===== config.mk =====
export PLATFORM = sky130hd
export DESIGN_NAME = rac_rtc_ctrl
export DESIGN_NICKNAME = d
export VERILOG_FILES = /design/src/core/rac_pkg.sv /design/src/core/rac_timebase.sv /design/src/core/rac_rtc_ctrl.sv
export SDC_FILE = /design/constraint.sdc
export NUM_CORES = 1
export LEC_CHECK = 0
export ABC_CLOCK_PERIOD_IN_PS = 5020
export BUFFER_PORTS_ARGS = -buffer_cell sky130_fd_sc_hd__buf_4
export CORE_MARGIN = 2
export CORE_UTILIZATION = 32
export DETAILED_ROUTE_END_ITERATION = 16
export PLACE_DENSITY = 0.55
export SETUP_SLACK_MARGIN = 0.05
export SKIP_CTS_REPAIR_TIMING = 1
export SLEW_MARGIN = 10
export SYNTH_ARGS = -nofsm -noshare
export SYNTH_HDL_FRONTEND = slang
export SYNTH_HIERARCHICAL = 1
export SYNTH_SLANG_ARGS = --single-unit

===== constraint.sdc =====
create_clock -name clock_i -period 5.02 [get_ports clock_i]
set_clock_uncertainty 0.2 [all_clocks]
set_input_delay 0.251 -clock clock_i [delete_from_list [all_inputs] [get_ports clock_i]]
set_output_delay 0.251 -clock clock_i [all_outputs]
set_load 0.1 [all_outputs]

===== src/core/rac_pkg.sv =====
// Constants and types of the alarm, timebase and serial control block
package rac_pkg;
	localparam logic [7:0]  ADDR_CTRL   = 8'h0E;
	localparam logic [7:0]  ADDR_STAT   = 8'h0F;
	localparam logic [6:0]  SLAVE_ADDR  = 7'h68;
	localparam logic [7:0]  CTRL_RESET  = 8'h98;
	localparam logic [1:0]  FLAGS_RESET = 2'h0;
	localparam logic [5:0]  STAT_PAD    = 6'h00;
	localparam logic [7:0]  SEC_ZERO    = 8'h00;
	localparam logic [3:0]  BYTE_BITS   = 4'h8;
	localparam int          SYNC_DEPTH  = 3;
	localparam int          SYNC_PINS   = 3;
	// Terminal counts, one less than the input rate
	localparam logic [14:0] DIV_32K     = 15'h7FFF;
	localparam logic [14:0] DIV_8K      = 15'h1FFF;
	localparam logic [14:0] DIV_60      = 15'h003B;
	localparam logic [14:0] DIV_50      = 15'h0031;
	localparam logic [1:0]  SEL_32K     = 2'h0;
	localparam logic [1:0]  SEL_8K      = 2'h1;
	localparam logic [1:0]  SEL_60      = 2'h2;
	localparam logic [1:0]  RATE_1HZ    = 2'h0;
	localparam logic [1:0]  RATE_1K     = 2'h1;
	localparam logic [1:0]  RATE_4K     = 2'h2;
	localparam int          TAP_1K      = 4;
	localparam int          TAP_4K      = 2;
	localparam int          TAP_8K      = 1;

	typedef struct packed {
		logic timebase_enable;
		logic input_divider_select_hi;
		logic input_divider_select_lo;
		logic square_rate_select_hi;
		logic square_rate_select_lo;
		logic output_routing_select;
		logic second_alarm_irq_enable;
		logic first_alarm_irq_enable;
	} rac_ctrl_t;

	typedef struct packed {
		logic [7:0] sec;
		logic [7:0] min;
		logic [7:0] hour;
		logic [7:0] day;
		logic [7:0] date;
	} rac_time_t;

	typedef struct packed {
		logic       second_alarm_minute_mask;
		logic [6:0] min;
		logic       second_alarm_hour_mask;
		logic [6:0] hour;
		logic       second_alarm_daydate_mask;
		logic       weekday_or_monthday_select;
		logic [5:0] daydate;
	} rac_alarm2_t;

	typedef enum logic [5:0] {
		ST_IDLE  = 6'h01,
		ST_ADDR  = 6'h02,
		ST_ACK   = 6'h04,
		ST_WRITE = 6'h08,
		ST_READ  = 6'h10,
		ST_MACK  = 6'h20
	} rac_bus_st_t;
endpackage


===== src/core/rac_timebase.sv =====
// Timebase divider: one-second tick and square wave
`timescale 1ns/100ps
`default_nettype none
module rac_timebase (
	// Clock and reset
	input  wire logic       clock_i,
	input  wire logic       reset_i,
	// Timebase edge and settings
	input  wire logic       tb_edge_i,
	input  wire logic       enable_i,
	input  wire logic [1:0] div_sel_i,
	input  wire logic [1:0] rate_sel_i,
	// Results
	output logic            tick_o,
	output logic            sqw_o
);
	import rac_pkg::*;

	logic [14:0] cnt_reg;
	logic [14:0] cnt_next;
	logic        tick_reg;
	logic        tick_next;
	logic        sqw_reg;
	logic        sqw_next;

	function automatic logic [14:0] last_count(input logic [1:0] sel);
		case (sel)
			SEL_32K: last_count = DIV_32K;
			SEL_8K:  last_count = DIV_8K;
			SEL_60:  last_count = DIV_60;
			default: last_count = DIV_50;
		endcase
	endfunction

	always_comb begin
		cnt_next  = cnt_reg;
		tick_next = 1'b0;
		if (!enable_i) begin
			cnt_next = '0;
		end else if (tb_edge_i) begin
			if (cnt_reg >= last_count(div_sel_i)) begin
				cnt_next  = '0;
				tick_next = 1'b1;
			end else begin
				cnt_next = cnt_reg + 15'h0001;
			end
		end
		if (div_sel_i != SEL_32K || rate_sel_i == RATE_1HZ) begin
			sqw_next = cnt_reg > (last_count(div_sel_i) >> 1);
		end else if (rate_sel_i == RATE_1K) begin
			sqw_next = cnt_reg[TAP_1K];
		end else if (rate_sel_i == RATE_4K) begin
			sqw_next = cnt_reg[TAP_4K];
		end else begin
			sqw_next = cnt_reg[TAP_8K];
		end
	end

	always_ff @(posedge clock_i) begin
		if (reset_i) begin
			cnt_reg  <= '0;
			tick_reg <= 1'b0;
			sqw_reg  <= 1'b0;
		end else begin
			cnt_reg  <= cnt_next;
			tick_reg <= tick_next;
			sqw_reg  <= sqw_next;
		end
	end

	assign tick_o = tick_reg;
	assign sqw_o  = sqw_reg;
endmodule
`default_nettype wire


===== src/core/rac_rtc_ctrl.sv =====
// Alarm, square-wave routing and serial-bus register control of the clock device
`timescale 1ns/100ps
`default_nettype none
module rac_rtc_ctrl (
	// Clock and reset
	input  wire logic                 clock_i,
	input  wire logic                 reset_i,
	// Timebase pin
	input  wire logic                 timebase_i,
	// Serial bus pins
	input  wire logic                 scl_i,
	input  wire logic                 sda_i,
	output logic                      sda_o,
	output logic                      sda_oe_o,
	// Shared square-wave or interrupt pin
	output logic                      square_or_irq_out_o,
	// Timekeeping side
	input  wire rac_pkg::rac_time_t   time_i,
	input  wire rac_pkg::rac_alarm2_t alarm2_cfg_i,
	input  wire logic                 first_alarm_match_i,
	output logic                      second_tick_o,
	// Registers held outside
	output logic [7:0]                reg_ptr_o,
	input  wire logic [7:0]           ext_rdata_i,
	output logic                      ext_wr_o,
	output logic [7:0]                ext_waddr_o,
	output logic [7:0]                ext_wdata_o
);
	import rac_pkg::*;

	// Pin synchronisers: index 0 timebase, 1 clock line, 2 data line
	logic [SYNC_DEPTH-1:0] sync_reg  [SYNC_PINS];
	logic [SYNC_DEPTH-1:0] sync_next [SYNC_PINS];
	logic [SYNC_PINS-1:0]  lvl_reg;
	logic [SYNC_PINS-1:0]  lvl_next;
	logic [SYNC_PINS-1:0]  pin_raw;
	logic                  tb_rise;
	logic                  scl_rise;
	logic                  scl_fall;
	logic                  start_ev;
	logic                  stop_ev;

	assign pin_raw = {sda_i, scl_i, timebase_i};

	generate
		for (genvar p = 0; p < SYNC_PINS; p++) begin : g_sync
			always_comb begin
				sync_next[p] = {sync_reg[p][SYNC_DEPTH-2:0], pin_raw[p]};
				lvl_next[p]  = (sync_reg[p][1] == sync_reg[p][2]) ? sync_reg[p][2] : lvl_reg[p];
			end
			always_ff @(posedge clock_i) begin
				if (reset_i) begin
					sync_reg[p] <= '1;
					lvl_reg[p]  <= 1'b1;
				end else begin
					sync_reg[p] <= sync_next[p];
					lvl_reg[p]  <= lvl_next[p];
				end
			end
		end
	endgenerate

	assign tb_rise  = lvl_next[0] && !lvl_reg[0];
	assign scl_rise = lvl_next[1] && !lvl_reg[1];
	assign scl_fall = !lvl_next[1] && lvl_reg[1];
	assign start_ev = lvl_reg[1] && lvl_next[1] && lvl_reg[2] && !lvl_next[2];
	assign stop_ev  = lvl_reg[1] && lvl_next[1] && !lvl_reg[2] && lvl_next[2];

	// Control, flags and divider
	rac_ctrl_t  ctrl_reg;
	rac_ctrl_t  ctrl_next;
	logic [1:0] flag_reg;
	logic [1:0] flag_next;
	logic [1:0] alarm_set;
	logic       tick;
	logic       sqw;
	logic       tick_d_reg;
	logic       out_reg;
	logic       out_next;
	logic       a2_now;

	rac_timebase u_timebase (
		.clock_i    (clock_i),
		.reset_i    (reset_i),
		.tb_edge_i  (tb_rise),
		.enable_i   (ctrl_reg.timebase_enable),
		.div_sel_i  ({ctrl_reg.input_divider_select_hi, ctrl_reg.input_divider_select_lo}),
		.rate_sel_i ({ctrl_reg.square_rate_select_hi, ctrl_reg.square_rate_select_lo}),
		.tick_o     (tick),
		.sqw_o      (sqw)
	);

	function automatic logic a2_hit(input rac_time_t t, input rac_alarm2_t a);
		logic mn;
		logic hr;
		logic dd;
		mn = t.min[6:0] == a.min;
		hr = t.hour[6:0] == a.hour;
		dd = a.weekday_or_monthday_select ? (t.day[5:0] == a.daydate)
			: (t.date[5:0] == a.daydate);
		case ({a.second_alarm_daydate_mask, a.second_alarm_hour_mask,
				a.second_alarm_minute_mask})
			3'h7:    a2_hit = t.sec == SEC_ZERO;
			3'h6:    a2_hit = t.sec == SEC_ZERO && mn;
			3'h4:    a2_hit = t.sec == SEC_ZERO && mn && hr;
			3'h0:    a2_hit = t.sec == SEC_ZERO && mn && hr && dd;
			default: a2_hit = 1'b0;
		endcase
	endfunction

	function automatic logic [7:0] rd_byte(input logic [7:0] ptr, input rac_ctrl_t c,
			input logic [1:0] f, input logic [7:0] ext);
		case (ptr)
			ADDR_CTRL: rd_byte = c;
			ADDR_STAT: rd_byte = {STAT_PAD, f};
			default:   rd_byte = ext;
		endcase
	endfunction

	assign a2_now    = a2_hit(time_i, alarm2_cfg_i);
	assign alarm_set = tick_d_reg ? {a2_now, first_alarm_match_i} : 2'h0;

	// Serial slave state
	rac_bus_st_t st_reg;
	rac_bus_st_t st_next;
	logic [3:0]  bit_reg;
	logic [3:0]  bit_next;
	logic [7:0]  sh_reg;
	logic [7:0]  sh_next;
	logic [7:0]  ptr_reg;
	logic [7:0]  ptr_next;
	logic        rw_reg;
	logic        rw_next;
	logic        first_reg;
	logic        first_next;
	logic        oe_reg;
	logic        oe_next;
	logic        ewr_reg;
	logic        ewr_next;
	logic [7:0]  ewa_reg;
	logic [7:0]  ewa_next;
	logic [7:0]  ewd_reg;
	logic [7:0]  ewd_next;
	logic [7:0]  rd_now;

	assign rd_now = rd_byte(ptr_reg, ctrl_reg, flag_reg, ext_rdata_i);

	always_comb begin
		st_next    = st_reg;
		bit_next   = bit_reg;
		sh_next    = sh_reg;
		ptr_next   = ptr_reg;
		rw_next    = rw_reg;
		first_next = first_reg;
		oe_next    = oe_reg;
		ctrl_next  = ctrl_reg;
		flag_next  = flag_reg;
		ewr_next   = 1'b0;
		ewa_next   = ewa_reg;
		ewd_next   = ewd_reg;
		if (stop_ev) begin
			st_next = ST_IDLE;
			oe_next = 1'b0;
		end else if (start_ev) begin
			st_next  = ST_ADDR;
			bit_next = 4'h0;
			oe_next  = 1'b0;
		end else if (scl_rise) begin
			case (st_reg)
				ST_ADDR, ST_WRITE: begin
					sh_next  = {sh_reg[6:0], lvl_reg[2]};
					bit_next = bit_reg + 4'h1;
				end
				ST_MACK: begin
					ptr_next = ptr_reg + 8'h01;
					if (lvl_reg[2]) begin
						st_next = ST_IDLE;
					end
				end
				default: begin
				end
			endcase
		end else if (scl_fall) begin
			case (st_reg)
				ST_ADDR: begin
					if (bit_reg == BYTE_BITS) begin
						if (sh_reg[7:1] == SLAVE_ADDR) begin
							st_next    = ST_ACK;
							oe_next    = 1'b1;
							rw_next    = sh_reg[0];
							first_next = 1'b1;
						end else begin
							st_next = ST_IDLE;
						end
					end
				end
				ST_WRITE: begin
					if (bit_reg == BYTE_BITS) begin
						st_next = ST_ACK;
						oe_next = 1'b1;
						if (first_reg) begin
							ptr_next   = sh_reg;
							first_next = 1'b0;
						end else begin
							ptr_next = ptr_reg + 8'h01;
							if (ptr_reg == ADDR_CTRL) begin
								ctrl_next = sh_reg;
							end else if (ptr_reg == ADDR_STAT) begin
								flag_next = flag_reg & sh_reg[1:0];
							end else begin
								ewr_next = 1'b1;
								ewa_next = ptr_reg;
								ewd_next = sh_reg;
							end
						end
					end
				end
				ST_ACK: begin
					if (rw_reg) begin
						st_next  = ST_READ;
						sh_next  = rd_now;
						oe_next  = !rd_now[7];
						bit_next = 4'h1;
					end else begin
						st_next  = ST_WRITE;
						oe_next  = 1'b0;
						bit_next = 4'h0;
					end
				end
				ST_READ: begin
					if (bit_reg == BYTE_BITS) begin
						st_next = ST_MACK;
						oe_next = 1'b0;
					end else begin
						sh_next  = {sh_reg[6:0], 1'b0};
						oe_next  = !sh_reg[6];
						bit_next = bit_reg + 4'h1;
					end
				end
				ST_MACK: begin
					st_next  = ST_READ;
					sh_next  = rd_now;
					oe_next  = !rd_now[7];
					bit_next = 4'h1;
				end
				default: begin
					st_next = ST_IDLE;
				end
			endcase
		end
		flag_next = flag_next | alarm_set;
		if (ctrl_reg.output_routing_select) begin
			out_next = !(|(flag_reg & {ctrl_reg.second_alarm_irq_enable,
				ctrl_reg.first_alarm_irq_enable}));
		end else begin
			out_next = sqw;
		end
	end

	always_ff @(posedge clock_i) begin
		if (reset_i) begin
			st_reg     <= ST_IDLE;
			bit_reg    <= 4'h0;
			sh_reg     <= 8'h00;
			ptr_reg    <= 8'h00;
			rw_reg     <= 1'b0;
			first_reg  <= 1'b0;
			oe_reg     <= 1'b0;
			ctrl_reg   <= CTRL_RESET;
			flag_reg   <= FLAGS_RESET;
			ewr_reg    <= 1'b0;
			ewa_reg    <= 8'h00;
			ewd_reg    <= 8'h00;
			tick_d_reg <= 1'b0;
			out_reg    <= 1'b1;
		end else begin
			st_reg     <= st_next;
			bit_reg    <= bit_next;
			sh_reg     <= sh_next;
			ptr_reg    <= ptr_next;
			rw_reg     <= rw_next;
			first_reg  <= first_next;
			oe_reg     <= oe_next;
			ctrl_reg   <= ctrl_next;
			flag_reg   <= flag_next;
			ewr_reg    <= ewr_next;
			ewa_reg    <= ewa_next;
			ewd_reg    <= ewd_next;
			tick_d_reg <= tick;
			out_reg    <= out_next;
		end
	end

	// Open-drain data: only ever pulls low
	assign sda_o               = 1'b0;
	assign sda_oe_o            = oe_reg;
	assign square_or_irq_out_o = out_reg;
	assign second_tick_o       = tick;
	assign reg_ptr_o           = ptr_reg;
	assign ext_wr_o            = ewr_reg;
	assign ext_waddr_o         = ewa_reg;
	assign ext_wdata_o         = ewd_reg;
endmodule
`default_nettype wire


==> impl_metrics.yaml, run 1 <==
routing:
  ant_nets: 0
  vias: 4568
  drt_pass1_iterations: 4
  drcViolationCount: 0
  dr.first_iter.drc_count: 233
  drt-total-wl_mm: 13.1
  wl_per_cell_um: 15.2
  vias_per_cell: 5.31
yosys:
  synth.distinct_cells: 71
  syn_nets: 680
  synth.largest_area_cell: "dfxtp_1"
  synthCells: 579
  syn_area_mm2: 0.00497
  syn_area_per_cell_um2: 8.59
  synth_top_family_by_area: "simple AND/OR/NAND/NOR gates"
  synth-seq-area-share_pct: 35.0
  synth_most_common_cell: "dfxtp_1"
  synth-compound-area-share_pct: 17.7
  synth-xor-area-share_pct: 6.34
  ys_async_sr_fraction_pct: 0
  yosys.area_share.adder_pct: 6.19
  synth_edf_count: 0
  yosys_warnings: 6
  ys.flop_type: "dfxtp_1"
  synth-simple-area-share_pct: 23.3
  synth_commonest_cells: "dfxtp_1 (87), nor2_1 (69), nand2_1 (41)"
  yosysTopAreaCellShare_pct: 35.0
  yosys-top-cells-area: "dfxtp_1 (35%), mux2i_1 (6.8%), ha_1 (5.8%)"
  synth_seq_cells: 87
  muxShareOfSynthArea_pct: 6.84
place:
  hpwl_mm: 9.55
  place_congestion: 0.920
  dp.cells: 840
  pre_cts_ws_ns: 1.82
  io_buffers: 99
critical_path:
  start_kind: "register"
  worstPathArrival_ns: 3.23
  cp.required_ns: 5.06
  worstReg2RegEnd: "ctrl_reg[7]"
  ff2ff_path_depth: 8
  endpoint_kind: "register"
  crit_type: "reg2reg"
  r2r_slack_ns: 1.83
  r2r_start: "lvl_reg[1]"
  crit_fanout: 12
floorplanning:
  die_w_um: 129
  placementRows: 45
  io_pins: 107
  die_h_um: 129
  die-area_mm2: 0.0166
  core_mm2: 0.0152
  start_util_pct: 32.7
clock_tree:
  numCtsBuffers: 9
  htree_num_levels: 3
  clock_sink_count: 87
  clk_latency_ns: 0.35
  clockBufferDepth: 2
  cts-root-buf: "clkbuf_16"
  clkTransAtPathRegs_ns: 0.07
  cts_tree: "yes"
worst_hold_path:
  min_path_cells: 4
  min_delay_worst_endpoint: "flag_reg[1]"
  worstHoldPathType: "in2reg"
  holdCritStartpoint: "time_i[38]"
status:
  status: "complete, but fails checks"
  violations: "hold timing"
power:
  peakVddDrop_uv: 139
  p_leak_nw: 2.52
  p_per_area_mw_per_mm2: 261
  total_power_w: 0.00162
sta:
  worst_slack_ns: 1.83
  fmax_mhz: 313
  final-setup-viol-count: 0
  maxSlewHeadroom_pct: 32.3
  fin_crit_ns: 3.19
  timing.hold.ws_ns: -0.00631
  tightest_slew_ns: 1.01
  setup_tns_ns: 0
  hold_viol_final: 1
  rsz0062_at_grt: "false"
  fin_crit_sh_pct: 63.6
  slew_violations: 0
layout:
  largest_register_ffs: 15
  final_nets: 768
  post-route-util_pct: 40.9
  area_delta_synth_final_pct: 25.0
  diodes: 0
  final_cells: 860
  drive_gt1_share_pct: 21.7
grt:
  grt_pass1_vias: 4321
  antenna_found_initial: 0
  grt-ovfl-total: 0
  grt_first_pass_wirelength_mm: 20.8
  grt_start_max_net_pins: 70
  grt_use_total_pct: 15.8
run:
  maxCapViolCount: 0
## kinds of logic after synthesis
group                      count (synthesis)
and+or+nand+nor                          218
AOI/OAI and AO/OA                        133
DFF                                       87
buffers and inverters                     45
xor gates and xnor gates                  36
muxes                                     34
adders and majority gates                 25
other                                      1
## layer usage
layer | global-route usage, % | up-vias | wire length, µm
met5 | 0 | - | 0
met4 | 6.91 | 0 | 236
met3 | 3.33 | 17 | 818
met2 | 28.2 | 126 | 6440
met1 | 18.1 | 2155 | 5600
li1 | - | 2270 | -
## metrics by stage
stage	instance area [µm²]	hold slack (ns)
after floorplan	4970	0.129
after CTS	6180	-0.125
after global placement	5810	0.197
final	6220	-0.00631
after global routing	6220	0.00398
after detailed placement	5810	0.197
## critical path, cell delays in order, from the launching register on
cell and delay (ns):
dfxtp_1 0.35, maj3_1 0.41, ha_1 0.35, nor3b_1 0.22, and3_1 0.21, nand3_2 0.11
nor2b_1 0.82, nor2b_1 0.10, a211o_1 0.29
## cells in the final DEF, fill, tap and decap left out, types with 4 or more instances in the layout
cell / instances
buf_4: 102
dfxtp_1: 87
nor2_1: 69
nand2_1: 41
a21oi_1: 36
mux2i_1: 34
o21ai_0: 28
ha_1: 23
xor2_1: 22
inv_1: 14
xnor2_1: 14
a22oi_1: 14
nor4_1: 13
nand4_1: 13
or2_2: 12
nor2b_1: 11
nand3_1: 10
o211ai_1: 9
clkbuf_16: 9
nor3_1: 7
and3_1: 6
nor3b_1: 5
o21ai_1: 4
a211o_1: 4
a221oi_1: 4
nand2b_1: 4
or3_1: 4
o31ai_1: 4
bufinv_16: 4
dlygate4sd3_1: 4
## layout make-up
class,instances,area [µm²]
clock inverters,7,143
well taps,188,235
flip-flops and latches,87,1740
multi-input cells,447,3000
fillers,1510,8980
repair buffers,106,806
inverters,16,62.6
clock buffers,9,225
## how the worst max path moves through the flow
stage	from	to	slack [ns]
global route	lvl_reg[1]	ctrl_reg[7]	1.53
global placement	lvl_reg[1]	ctrl_reg[7]	1.85
floorplan	reg_ptr_o[1]	ext_waddr_o[7]	2.12
CTS	lvl_reg[1]	ctrl_reg[7]	1.80
finish	lvl_reg[1]	ctrl_reg[7]	1.83
detailed placement	lvl_reg[1]	ctrl_reg[7]	1.82
## power by group
part | internal (W) | switching [W]
sequential | 0.000694 | 0.00000204
clock | 0.000539 | 0.000287
combinational | 0.0000565 | 0.0000449
total | 0.00129 | 0.000334
Note: power is estimated with default switching activity, not from simulation.
==> run 2: changes to the inputs <==
ABC_CLOCK_PERIOD_IN_PS = 3200   (was 5020)
clock period = 3.2 ns   (was 5.02 ns; I/O delays follow)
==> impl_metrics.yaml, run 2 (synthesis results as in run 1) <==
grt:
  grt_pass1_vias: 4354
  grt-ovfl-total: 0
  grt_use_total_pct: 16.2
  grt_start_max_net_pins: 70
  grt_first_pass_wirelength_mm: 21.4
  antenna_found_initial: 0
clock_tree:
  clockBufferDepth: 2
  clkTransAtPathRegs_ns: 0.06
  htree_num_levels: 3
  numCtsBuffers: 9
  clk_latency_ns: 0.35
  clock_sink_count: 87
  cts_tree: "yes"
  cts-root-buf: "clkbuf_16"
sta:
  setup_tns_ns: 0
  timing.hold.ws_ns: -0.00929
  tightest_slew_ns: 0.980
  worst_slack_ns: 0.341
  fin_crit_ns: 2.86
  hold_viol_final: 1
  maxSlewHeadroom_pct: 34.2
  final-setup-viol-count: 0
  slew_violations: 0
  rsz0062_at_grt: "false"
  fin_crit_sh_pct: 89.4
  fmax_mhz: 350
layout:
  drive_gt1_share_pct: 22.1
  fill_cells: 1529
  post-route-util_pct: 40.8
  diodes: 0
  final_nets: 776
  area_delta_synth_final_pct: 24.7
  final_common_cell: "buf_4"
  multiInputGateArea_mm2: 0.00300
  final_cells: 868
  mostFrequentLayoutCells: "buf_4 (106), dfxtp_1 (87), nor2_1 (69), nand2_1 (41), a21oi_1 (36)"
  largest_register_ffs: 15
  seqCellArea_mm2: 0.00174
routing:
  wl_met3_um: 784
  vias: 4497
  drt-total-wl_mm: 13.2
  drcViolationCount: 0
  ant_nets: 0
  drt_pass1_iterations: 4
  highest_layer: "met4"
  vias_per_cell: 5.18
  dr.first_iter.drc_count: 242
  wl_met1_mm: 5.87
  wl_per_cell_um: 15.2
  wl_met2_mm: 6.37
place:
  pre_cts_ws_ns: 0.330
  io_buffers: 99
  place_congestion: 0.887
  hpwl_mm: 9.68
  dp.cells: 845
power:
  p_comb_share_pct: 7.2
  power.switching_w: 0.000529
  p_int_w: 0.00171
  p_per_area_mw_per_mm2: 361
  peakVddDrop_uv: 193
  power_frac_clock_pct: 44.1
  p_sw_share_pct: 23.6
  seqPwrFrac_pct: 48.7
  p_leak_nw: 2.52
floorplanning:
  die_w_um: 129
  die-area_mm2: 0.0166
  die_h_um: 129
  placementRows: 45
  core_mm2: 0.0152
  start_util_pct: 32.7
  io_pins: 107
critical_path:
  worstPathArrival_ns: 2.95
  start_kind: "register"
  cp.required_ns: 3.29
  crit_type: "reg2reg"
  endpoint_kind: "register"
  crit_fanout: 6
run:
  maxCapViolCount: 0
status:
  violations: "hold timing"
  status: "complete, but fails checks"
worst_hold_path:
  worstHoldPathType: "in2reg"
run 2: layer usage:
layer  GRT usage [%]  up-vias
li1                -     2279
met3            3.12       10
met2            28.4      118
met5               0        -
met4            6.14        0
met1            19.5     2090
run 2: through the flow:
stage | instance area [µm²] | power (W)
after global routing | 6200 | 0.00232
after CTS | 6130 | 0.00227
after detailed placement | 5860 | 0.00127
after floorplan | 4970 | 0.00119
final | 6200 | 0.00224
after global placement | 5860 | 0.00127
run 2: area by class of cell:
class	instances	area share (%)
clock inverter	6	0.706
multi-input combinational	447	48.4
inverter	16	1.01
clock buffer	10	3.69
sequential	87	28.1
tap	188	3.79
timing repair buffer	114	14.3
run 2: worst max-delay path, stage by stage, from the launching register on:
cell      delay, ns
dfxtp_1        0.35
maj3_1         0.42
ha_1           0.28
o21ai_1        0.32
nand2b_1       0.32
nor4_1         0.52
a21oi_1        0.15
o21ba_1        0.24
run 2: worst paths after layout:
kind	to	cells after the start	slack, ns	start
worst max-delay path	bit_reg[2]	7	0.34	lvl_reg[1]
worst min-delay path	flag_reg[1]	3	-0.009	alarm2_cfg_i[15]
worst max register to register	bit_reg[2]	7	0.34	lvl_reg[1]
worst min register to register	sync_reg[0][1]	1	0.20	sync_reg[0][0]
run 2: power by group through the flow:
stage	sequential (W)	clock (W)	combinational [W]
2_1_floorplan	0.00112	0	0.0000673
3_3_place_gp	0.00112	0	0.000154
3_5_place_dp	0.00112	0	0.000157
4_1_cts	0.00109	0.00102	0.000158
5_1_grt	0.00109	0.00105	0.000176
6_report	0.00109	0.000988	0.000161
